--- config.mk ---
export PLATFORM = sky130hd
export DESIGN_NAME = fams_top
export DESIGN_NICKNAME = d
export VERILOG_FILES = /design/src/logic/fams_top.v
export VERILOG_INCLUDE_DIRS = /design/src /design/src/shared
export SDC_FILE = /design/constraint.sdc
export NUM_CORES = 1
export LEC_CHECK = 0
export BUFFER_PORTS_ARGS = -buffer_cell sky130_fd_sc_hd__buf_2
export CORE_MARGIN = 2
export CORE_UTILIZATION = 45
export DETAILED_ROUTE_END_ITERATION = 10
export PLACE_DENSITY = 0.64
export SLEW_MARGIN = 20
export SYNTH_ARGS = -nofsm -noshare
export SYNTH_HDL_FRONTEND = slang
export SYNTH_SLANG_ARGS = --single-unit
--- constraint.sdc ---
create_clock -name mclk -period 2.3 [get_ports mclk]
set_input_delay 0.46 -clock mclk [delete_from_list [all_inputs] [get_ports mclk]]
set_output_delay 0.46 -clock mclk [all_outputs]
set_load 0.005 [all_outputs]
--- src/shared/fams_consts.vh ---
// constants of the flash address-mode and status-write command block
`ifndef FAMS_CONSTS_VH
`define FAMS_CONSTS_VH
// opcodes
`define FAMS_OP_STATUS_WRITE 8'h01
`define FAMS_OP_STATUS_READ 8'h05
`define FAMS_OP_UNLOCK 8'h06
`define FAMS_OP_RELOCK 8'h04
`define FAMS_OP_INFO_READ 8'h2B
`define FAMS_OP_WIDE_ENTER 8'hB7
`define FAMS_OP_WIDE_EXIT 8'hE9
`define FAMS_OP_BANK_ENTER 8'h67
`define FAMS_OP_BANK_EXIT 8'h98
// frame bit counts
`define FAMS_OPC_BITS 5'h08
`define FAMS_STATUS_WRITE_CMD_BITS 5'h10
// information register bit positions
`define FAMS_INFO_BANK 7
`define FAMS_INFO_ERASE_FAIL 6
`define FAMS_INFO_PROG_FAIL 5
`define FAMS_INFO_WIDE 2
`define FAMS_INFO_OTP 1
`define FAMS_INFO_RESET 8'h00
// status register positions
`define FAMS_ST_GUARD 7
`define FAMS_ST_LEVEL_HI 5
`define FAMS_ST_LEVEL_LO 2
`define FAMS_ST_AUX 6
`define FAMS_ST_RESET 8'h00
// self-timed status write, in microseconds
`define FAMS_TW_US 10
`define FAMS_MCLK_MHZ 25
`endif

--- src/logic/fams_top.v ---
// command decoder for status write, address mode, upper bank and info register
`timescale 1ns/100ps
`default_nettype none
`include "fams_consts.vh"
module fams_top #(
  parameter TW_CYCLES = `FAMS_TW_US * `FAMS_MCLK_MHZ, // self-timed write length
  parameter [7:0] QIO_RST_OP = 8'hFF, // quad-io reset opcode
  parameter [7:0] PROG_OP = 8'h02, // page program opcode
  parameter [7:0] SECT_ER_OP = 8'h20, // sector erase opcode
  parameter [7:0] BLK_ER_OP = 8'hD8, // block erase opcode
  parameter [7:0] CHIP_ER_OP = 8'hC7 // chip erase opcode
) (
  input wire mclk, // 25 MHz block clock
  input wire resetn, // async power-on reset
  input wire cs_n, // chip select pin
  input wire sclk, // serial clock pin
  input wire si, // serial data in pin
  input wire wp_n, // write-guard pin
  input wire otp_mode, // otp sector mode active
  input wire prog_fail_evt, // array reports failed program
  input wire prog_prot_hit, // program hit protected main area
  input wire prog_otp_hit, // program aimed at otp sector
  input wire erase_fail_evt, // array reports failed erase
  input wire erase_prot_hit, // erase hit protected main area
  input wire erase_otp_hit, // erase aimed at otp sector
  output reg so, // serial data out
  output reg so_oe, // so driven while high
  output reg busy_flag, // self-timed cycle running
  output reg write_unlock_latch, // writes allowed
  output reg wide_addr, // 32-bit address mode
  output reg upper_bank_flag, // address bit 24 forced high
  output reg otp_lock, // otp sector sealed
  output reg [3:0] protect_level_field, // block protect level
  output reg status_guard_bit, // status guard bit
  output reg hardware_guard_mode // status writes locked
);
  // ----------------------------------------------------------------
  // states and widths
  // ----------------------------------------------------------------
  localparam [3:0] ST_OPC = 4'b0001;
  localparam [3:0] ST_DATA = 4'b0010;
  localparam [3:0] ST_READ = 4'b0100;
  localparam [3:0] ST_IGN = 4'b1000;
  localparam CW = 20;
  localparam integer TW_LAST_INT = TW_CYCLES - 1;
  localparam [CW-1:0] TW_LAST = TW_LAST_INT[CW-1:0];

  reg [3:0] state;
  reg [4:0] bit_cnt;
  reg [7:0] shift_in;
  reg [7:0] read_sel;
  reg [7:0] sh_out;
  reg [2:0] rd_cnt;
  reg [CW-1:0] tw_cnt;
  reg status_s6;
  reg prog_fail;
  reg erase_fail;
  reg [2:0] sclk_q;
  reg [2:0] cs_q;
  reg [1:0] si_q;
  reg [1:0] wp_q;
  wire sclk_rise;
  wire sclk_fall;
  wire cs_rise;
  wire cs_low;
  wire [7:0] opc;
  wire [7:0] info_val;
  wire [7:0] stat_val;
  wire wr_ok;
  wire op_start;

  // ----------------------------------------------------------------
  // pin synchronisers
  // ----------------------------------------------------------------
  // two flops per pin, third flop only for edge finding
  always @(posedge mclk or negedge resetn)
  begin
    if (!resetn)
    begin
      sclk_q <= 3'h0;
      cs_q <= 3'h7;
      si_q <= 2'h0;
      wp_q <= 2'h3;
    end
    else
    begin
      sclk_q <= {sclk_q[1:0], sclk};
      cs_q <= {cs_q[1:0], cs_n};
      si_q <= {si_q[0], si};
      wp_q <= {wp_q[0], wp_n};
    end
  end

  assign sclk_rise = sclk_q[1] & ~sclk_q[2];
  assign sclk_fall = ~sclk_q[1] & sclk_q[2];
  assign cs_rise = cs_q[1] & ~cs_q[2];
  assign cs_low = ~cs_q[1];
  // opcode complete on the eighth rising edge
  assign opc = {shift_in[6:0], si_q[1]};

  // ----------------------------------------------------------------
  // register images
  // ----------------------------------------------------------------
  // reserved positions forced low
  assign info_val = {upper_bank_flag, erase_fail, prog_fail, 2'b00,
                     wide_addr, otp_lock, 1'b0};
  assign stat_val = {(otp_mode ? otp_lock : status_guard_bit), status_s6,
                     protect_level_field, write_unlock_latch, busy_flag};
  // accepted status write: latch set, idle, unguarded, 16 bits
  assign wr_ok = cs_rise & state[1] & (bit_cnt == `FAMS_STATUS_WRITE_CMD_BITS)
                 & write_unlock_latch & ~busy_flag & ~hardware_guard_mode;
  // program or erase opcode decoded clears both fail flags
  assign op_start = sclk_rise & cs_low & state[0]
                    & (bit_cnt == `FAMS_OPC_BITS - 5'h01)
                    & ((opc == PROG_OP) | (opc == SECT_ER_OP)
                       | (opc == BLK_ER_OP) | (opc == CHIP_ER_OP));

  // ----------------------------------------------------------------
  // frame decoder
  // ----------------------------------------------------------------
  // one opcode per chip-select frame; data after it per command
  always @(posedge mclk or negedge resetn)
  begin
    if (!resetn)
    begin
      state <= ST_OPC;
      bit_cnt <= 5'h00;
      shift_in <= 8'h00;
      read_sel <= 8'h00;
      wide_addr <= 1'b0;
      upper_bank_flag <= 1'b0;
    end
    else if (!cs_low)
    begin
      state <= ST_OPC;
      bit_cnt <= 5'h00;
    end
    else if (sclk_rise)
    begin
      shift_in <= opc;
      if (bit_cnt != 5'h1F)
        bit_cnt <= bit_cnt + 5'h01;
      if (state[0] && bit_cnt == `FAMS_OPC_BITS - 5'h01)
      begin
        state <= ST_IGN;
        if (opc == `FAMS_OP_STATUS_WRITE)
          state <= ST_DATA;
        else if (opc == `FAMS_OP_STATUS_READ)
        begin
          state <= ST_READ;
          read_sel <= 8'h00;
        end
        else if (opc == `FAMS_OP_INFO_READ)
        begin
          state <= ST_READ;
          read_sel <= 8'h01;
        end
        else if (opc == `FAMS_OP_WIDE_ENTER)
        begin
          wide_addr <= 1'b1;
          upper_bank_flag <= 1'b0;
        end
        else if (opc == `FAMS_OP_WIDE_EXIT)
          wide_addr <= 1'b0;
        else if (opc == `FAMS_OP_BANK_ENTER)
          upper_bank_flag <= 1'b1;
        else if (opc == `FAMS_OP_BANK_EXIT || opc == QIO_RST_OP)
          upper_bank_flag <= 1'b0;
      end
    end
  end

  // ----------------------------------------------------------------
  // status register, unlock latch and timed write
  // ----------------------------------------------------------------
  // data byte never touches busy or latch positions
  always @(posedge mclk or negedge resetn)
  begin
    if (!resetn)
    begin
      write_unlock_latch <= 1'b0;
      busy_flag <= 1'b0;
      tw_cnt <= {CW{1'b0}};
      status_guard_bit <= 1'b0;
      status_s6 <= 1'b0;
      protect_level_field <= 4'h0;
      otp_lock <= 1'b0;
      hardware_guard_mode <= 1'b0;
    end
    else
    begin
      hardware_guard_mode <= status_guard_bit & ~wp_q[1];
      if (busy_flag)
      begin
        // busy for the whole cycle, latch cleared at its end
        if (tw_cnt == TW_LAST)
        begin
          busy_flag <= 1'b0;
          write_unlock_latch <= 1'b0;
          tw_cnt <= {CW{1'b0}};
        end
        else
          tw_cnt <= tw_cnt + {{(CW-1){1'b0}}, 1'b1};
      end
      else if (wr_ok)
      begin
        busy_flag <= 1'b1;
        if (otp_mode)
          otp_lock <= 1'b1; // sealed until reset, data ignored
        else
        begin
          status_guard_bit <= shift_in[`FAMS_ST_GUARD];
          status_s6 <= shift_in[`FAMS_ST_AUX];
          protect_level_field <= shift_in[`FAMS_ST_LEVEL_HI:`FAMS_ST_LEVEL_LO];
        end
      end
      else if (sclk_rise && cs_low && state[0]
               && bit_cnt == `FAMS_OPC_BITS - 5'h01 && !busy_flag)
      begin
        if (opc == `FAMS_OP_UNLOCK)
          write_unlock_latch <= 1'b1;
        else if (opc == `FAMS_OP_RELOCK)
          write_unlock_latch <= 1'b0;
      end
    end
  end

  // ----------------------------------------------------------------
  // program and erase fail flags
  // ----------------------------------------------------------------
  // a failure in the clearing cycle wins over the clear
  always @(posedge mclk or negedge resetn)
  begin
    if (!resetn)
    begin
      prog_fail <= 1'b0;
      erase_fail <= 1'b0;
    end
    else
    begin
      if (prog_fail_evt || prog_prot_hit || (prog_otp_hit && otp_lock))
        prog_fail <= 1'b1;
      else if (wr_ok || op_start)
        prog_fail <= 1'b0;
      if (erase_fail_evt || erase_prot_hit || (erase_otp_hit && otp_lock))
        erase_fail <= 1'b1;
      else if (wr_ok || op_start)
        erase_fail <= 1'b0;
    end
  end

  // ----------------------------------------------------------------
  // serial read-out of status and info registers
  // ----------------------------------------------------------------
  // shifts on falling edges, fresh value every byte, repeats until cs rises
  always @(posedge mclk or negedge resetn)
  begin
    if (!resetn)
    begin
      so <= 1'b0;
      so_oe <= 1'b0;
      sh_out <= 8'h00;
      rd_cnt <= 3'h0;
    end
    else if (!cs_low || !state[2])
    begin
      so_oe <= 1'b0;
      rd_cnt <= 3'h0;
    end
    else if (sclk_fall)
    begin
      so_oe <= 1'b1;
      rd_cnt <= rd_cnt + 3'h1;
      if (rd_cnt == 3'h0)
      begin
        so <= read_sel[0] ? info_val[7] : stat_val[7];
        sh_out <= {(read_sel[0] ? info_val[6:0] : stat_val[6:0]), 1'b0};
      end
      else
      begin
        so <= sh_out[7];
        sh_out <= {sh_out[6:0], 1'b0};
      end
    end
  end
endmodule // fams_top
`default_nettype wire

Word level (Yosys, flattened, before mapping)
Index checks and enable logic that the tools add are counted.
{"block": "totals", "mem_bits_ro": 0, "input_bits": 13, "output_inout_bits": 13, "latchBits": 0, "reg_bits": 74, "ram_bits": 0, "word_cells": 153, "mem_count": 0}
{"block": "op_classes", "n_mul": 0, "muxes": 39, "bitwise_logic": 28, "n_div": 0, "n_shift": 0, "add_sub_neg": 3, "magnitude_cmp": 0, "reduce_logical": 38, "n_eq_ne": 21}
{"op": "$eq 8x8->1 const B", "count": 6}
{"op": "$mux 1", "count": 25}
{"op": "$eq 8x3->1 const B", "count": 3}
{"op": "$mux 3", "count": 8}
{"op": "$add 20x1->20 const B", "count": 1}
{"op": "$eq 20x8->1 const B", "count": 1}
{"op": "$mux 20", "count": 1}
{"op": "$reduce_bool 2->1", "count": 9}
{"op": "$eq 8x6->1 const B", "count": 2}
{"op": "$mux 5", "count": 3}
{"op": "$and 1x1->1", "count": 13}
{"op": "$not 1->1", "count": 12}
{"op": "$eq 8x1->1 const B", "count": 1}
{"op": "$eq 8x2->1 const B", "count": 1}
{"op": "$eq 8x7->1 const B", "count": 1}
{"op": "$mux 8", "count": 1}
{"op": "$reduce_and 2->1", "count": 4}
{"op": "$reduce_and 8->1", "count": 1}
{"op": "$logic_and 1x1->1", "count": 7}
{"op": "$logic_or 1x1->1", "count": 7}
{"op": "$mux 7", "count": 1}
{"op": "$reduce_and 7->1", "count": 1}
{"op": "$reduce_and 3->1", "count": 2}
{"op": "$reduce_bool 3->1", "count": 2}
{"op": "other kinds (12)", "count": 16}

Depth between registers and ports, before layout
{"block": "depth", "ltp_word": 10, "depth_mapped": 7, "mapped_depth_nobuf": 7}

Least setup slack after synthesis
No wires, ideal clock.
{"block": "synth_timing", "path_type": "register to register", "start": "register bit_cnt[0]", "end": "register bit_cnt[3]", "period_less_slack_ps": 1797, "setup_time_ps": 121, "required_time_ps": 2179, "n_path_buf": 0, "path_slack_ps": 503, "path_stages_with_launch": 8, "t_arrival_ps": 1677, "path_cell_list": "dfrtp_1 -> ha_1 -> and3_1 -> ha_1 -> nor3b_2 -> nand4_1 -> xor2_1 -> nor2_1"}
{"block": "synth_between", "elab_chain_len": 4, "elab_cells_between_ends": 7, "classes_between": "1 x add/sub; 1 x eq/ne; 3 x mux; 2 x reduce/logical"}
{"item": "start: declaration", "line": "fams_top.v:49", "source": "reg [4:0] bit_cnt;"}
{"item": "start signal: assignment", "line": "fams_top.v:142", "source": "bit_cnt <= bit_cnt + 5'h01;"}
{"item": "$add 5x1->5", "line": "fams_top.v:142"}
{"item": "$mux 5", "line": "fams_top.v:141", "source": "if (bit_cnt != 5'h1F)"}
{"item": "$mux 5", "line": "fams_top.v:138", "source": "else if (sclk_rise)"}
{"item": "$mux 5", "line": "fams_top.v:133", "source": "else if (!cs_low)"}
Parallel ways exist; a longest one is shown, timed or not. The select of a mux whose other input is x is not followed.
A chain may end at the register's enable or synchronous reset.

Worst setup path in the final report
Ends and elaborated chain as after synthesis.

==> flow_metrics.env <==
export IMPL_synth_cell_types=50
export IMPL_post_cts_setup_buffers=0
export IMPL_hold_violations=0
export IMPL_layout_nets=372
export IMPL_fp_dieArea_um2=8410
export IMPL_fp_dieW_um=91.7
export IMPL_ctsLongestPathBuffers=2
export IMPL_clock_sinks=73
export IMPL_relSlewSlack_pct=65.7
export IMPL_ios=26
export IMPL_drt_total_wl_um=6590
export IMPL_cap_violations=0
export IMPL_area_delta_synth_final_pct=12.7
export IMPL_cts_root_buffer="clkbuf_8"
export IMPL_drive_above_1_share_pct=21.6
export IMPL_final_setup_viol_count=0
export IMPL_max_freq_ghz=0.517
export IMPL_via_count=2420
export IMPL_outcome="completed"
export IMPL_first_pass_iters=4
export IMPL_h_tree_depth=3
export IMPL_arrival_ns=2.21
export IMPL_vdd_drop_max_mv=0.323
export IMPL_routabilityCongestion=0.821
export IMPL_layout_common_cells="dfrtp_1, nand2_1, nor2_1"
export IMPL_yosys_area_top_type="dfrtp_1"
export IMPL_synthFlopType="dfrtp_1"
export IMPL_worst_path_most_repeated_cell="ha_1"
export IMPL_syn_area_per_cell_um2=10.8
export IMPL_worst_slew_pin_slew_ns=0.514
export IMPL_mappedNetlistArea_um2=3460
export IMPL_cts_tree="yes"
export IMPL_path_cells="ha_1 -> and3_1 -> ha_1 -> nor3b_2 -> nand4_1 -> xor2_1 -> nor2_1"
export IMPL_start_util_pct=47.2
export IMPL_insertedDiodeCount=0
export IMPL_fin_crit_sh_pct=84.1
export IMPL_drv_slew=0
export IMPL_clk_pin_slew_worst_paths_ns=0.07
export IMPL_dpl_worst_slack_ns=0.366
export IMPL_async_flop_share_pct=100
export IMPL_grt_use_total_pct=17.7
export IMPL_start_kind="flop"
export IMPL_cts_resized=0
export IMPL_setup_slack_ns=0.367
export IMPL_drc_errors=0
export IMPL_core_um2=7330
export IMPL_p_leak_nw=1.74
export IMPL_portBuffers=25
export IMPL_synth_warnings=0
export IMPL_synth_edf_count=0
export IMPL_skew_ns=0.0114
export IMPL_fill_cells=649
export IMPL_crit_family="simple AND/OR/NAND/NOR gates"
export IMPL_viasPerCell=5.31
export IMPL_synthCells=319
export IMPL_worst_skew_pair_late_latency_ns=0.35
export IMPL_synth_nets=339
export IMPL_synth_area_top_cells="dfrtp_1, dfstp_2, mux2_2, xnor2_1, nand2_1"
export IMPL_power_density_nw_per_um2=670
export IMPL_regArea_um2=1830
export IMPL_rsz0062_at_grt="no"
export IMPL_synth_top_area_share_pct=48.4
export IMPL_fin_crit_ns=1.93
export IMPL_cts_buffers=9
export IMPL_critPathKind="flop to flop"
export IMPL_cpPeakStageDelay_ns=0.42
export IMPL_setup_tns_ns=0
export IMPL_synth_seq_area_share_pct=53.0
export IMPL_cts_hold_fix_buffers=0
export IMPL_critPathMaxFanout=5
export IMPL_hp_class="input port to async pin"
export IMPL_grt_pass1_vias=2376
export IMPL_path_buf_inv=0
export IMPL_grt_max_degree=33
export IMPL_synth_seq_cells=73
export IMPL_antenna_found_initial=0
export IMPL_wl_per_cell_um=14.4
export IMPL_fp_row_count=31
export IMPL_grt_overflow=0
export IMPL_worst_ep_required_time_ns=2.57
export IMPL_final_common_cell="dfrtp_1"
export IMPL_crit_slowest_cell="dfrtp_1"
export IMPL_worst_setup_path_end_kind="flop"
export IMPL_dp_hpwl_um=4730
export IMPL_grt_pass1_wl_um=11800
export IMPL_drtAntennaViolNets=0
export IMPL_drt_iter0_drc=158
export IMPL_multi_input_area_um2=1540
export IMPL_die_h_um=91.7
[flip-flops by register name, indices dropped and copies added, names as in the netlist]
name / cells
cs_q: 3
upper_bank_flag: 1
so_oe: 1
write_unlock_latch: 1
wide_addr: 1
otp_lock: 1
protect_level_field: 4
rd_cnt: 3
si_q: 2
status_s6: 1
wp_q: 2
state: 3
status_guard_bit: 1
sclk_q: 3
read_sel: 1
shift_in: 8
tw_cnt: 20
bit_cnt: 5
busy_flag: 1
erase_fail: 1
so: 1
sh_out: 7
prog_fail: 1
hardware_guard_mode: 1
[metal layers]
layer	vias up	part of all wire, %	track usage, %
met5	-	0	0
met4	0	1.5	7.09
met3	9	3.8	3.70
met2	44	42	24.5
met1	1172	53	27.0
li1	1195	-	-
[power breakdown]
group          switching, mW  leakage, nW  internal (mW)  total [mW]
combinational          0.119        0.686          0.128       0.248
clock                  0.454       0.0899          0.415       0.869
sequential             0.148        0.960           1.35        1.50
total                  0.722         1.74           1.89        2.61
[cell type report]
class | count | area share (%)
repair buffers | 35 | 5.20
well taps | 99 | 3.18
clock buffers | 12 | 3.72
flip-flops and latches | 73 | 47.0
clock inverters | 4 | 0.513
inverters | 10 | 0.962
multi-input cells | 223 | 39.4
[final timing paths]
check,startpoint,endpoint,slack (ns),cells after the start
max in group asynchronous,resetn,state[0],1.60,2
min,resetn,read_sel[0],0.04,1
max reg2reg,bit_cnt[0],bit_cnt[3],0.37,7
min in group mclk,cs_n,cs_q[0],0.21,1
min reg2reg,si_q[0],si_q[1],0.35,0
max,bit_cnt[0],bit_cnt[3],0.37,7
[stage by stage]
stage	total power [mW]	hold WS [ns]	instance area (um^2)	std cells	util, %
detailed placement	1.77	0.338	3730	440	50.9
global placement	1.77	0.333	3730	440	50.9
floorplan	1.67	0.164	3460	319	-
CTS	2.63	0.0485	3900	456	53.2
finish	2.61	0.0390	3900	456	53.2
global route	2.75	0.0685	3900	456	53.2
[Yosys cell counts (2+ instances only)]
master     n
a211oi_1   2
a21oi_1   10
and3_1     3
and4b_1    2
buf_2      3
clkbuf_1  10
dfrtp_1   67
dfstp_2    6
ha_1       7
inv_1     10
mux2_2    13
mux2i_1    9
nand2_1   31
nand2b_1   6
nand3_1   11
nand4_1    7
nand4b_1   4
nor2_1    26
nor2b_1    3
nor3_1     7
nor3b_1    2
nor4_1     7
nor4b_1    5
nor4bb_1   2
o21ai_0   14
o22ai_1    3
o41ai_1    2
or2_2      2
or4_1      2
xnor2_1   14
xor2_1    10
[worst register-to-register path, stage by stage (launching register included)]
cell     delay (ns)
dfrtp_1        0.42
ha_1           0.27
and3_1         0.20
ha_1           0.18
nor3b_2        0.39
nand4_1        0.16
xor2_1         0.16
nor2_1         0.09
[cell families (layout without fill, tap and decap cells)]
| logic type | after synthesis | after routing | synth area share [%] |
|---|---|---|---|
| compound gates | 40 | 40 | 7.20 |
| xor+xnor | 24 | 24 | 6.07 |
| fa+ha+maj | 7 | 7 | 2.53 |
| buf+inv | 23 | 61 | 2.60 |
| flops | 73 | 73 | 53.0 |
| mux | 22 | 22 | 6.83 |
| simple gates | 130 | 130 | 21.8 |
(Power assumes the default switching activity.)
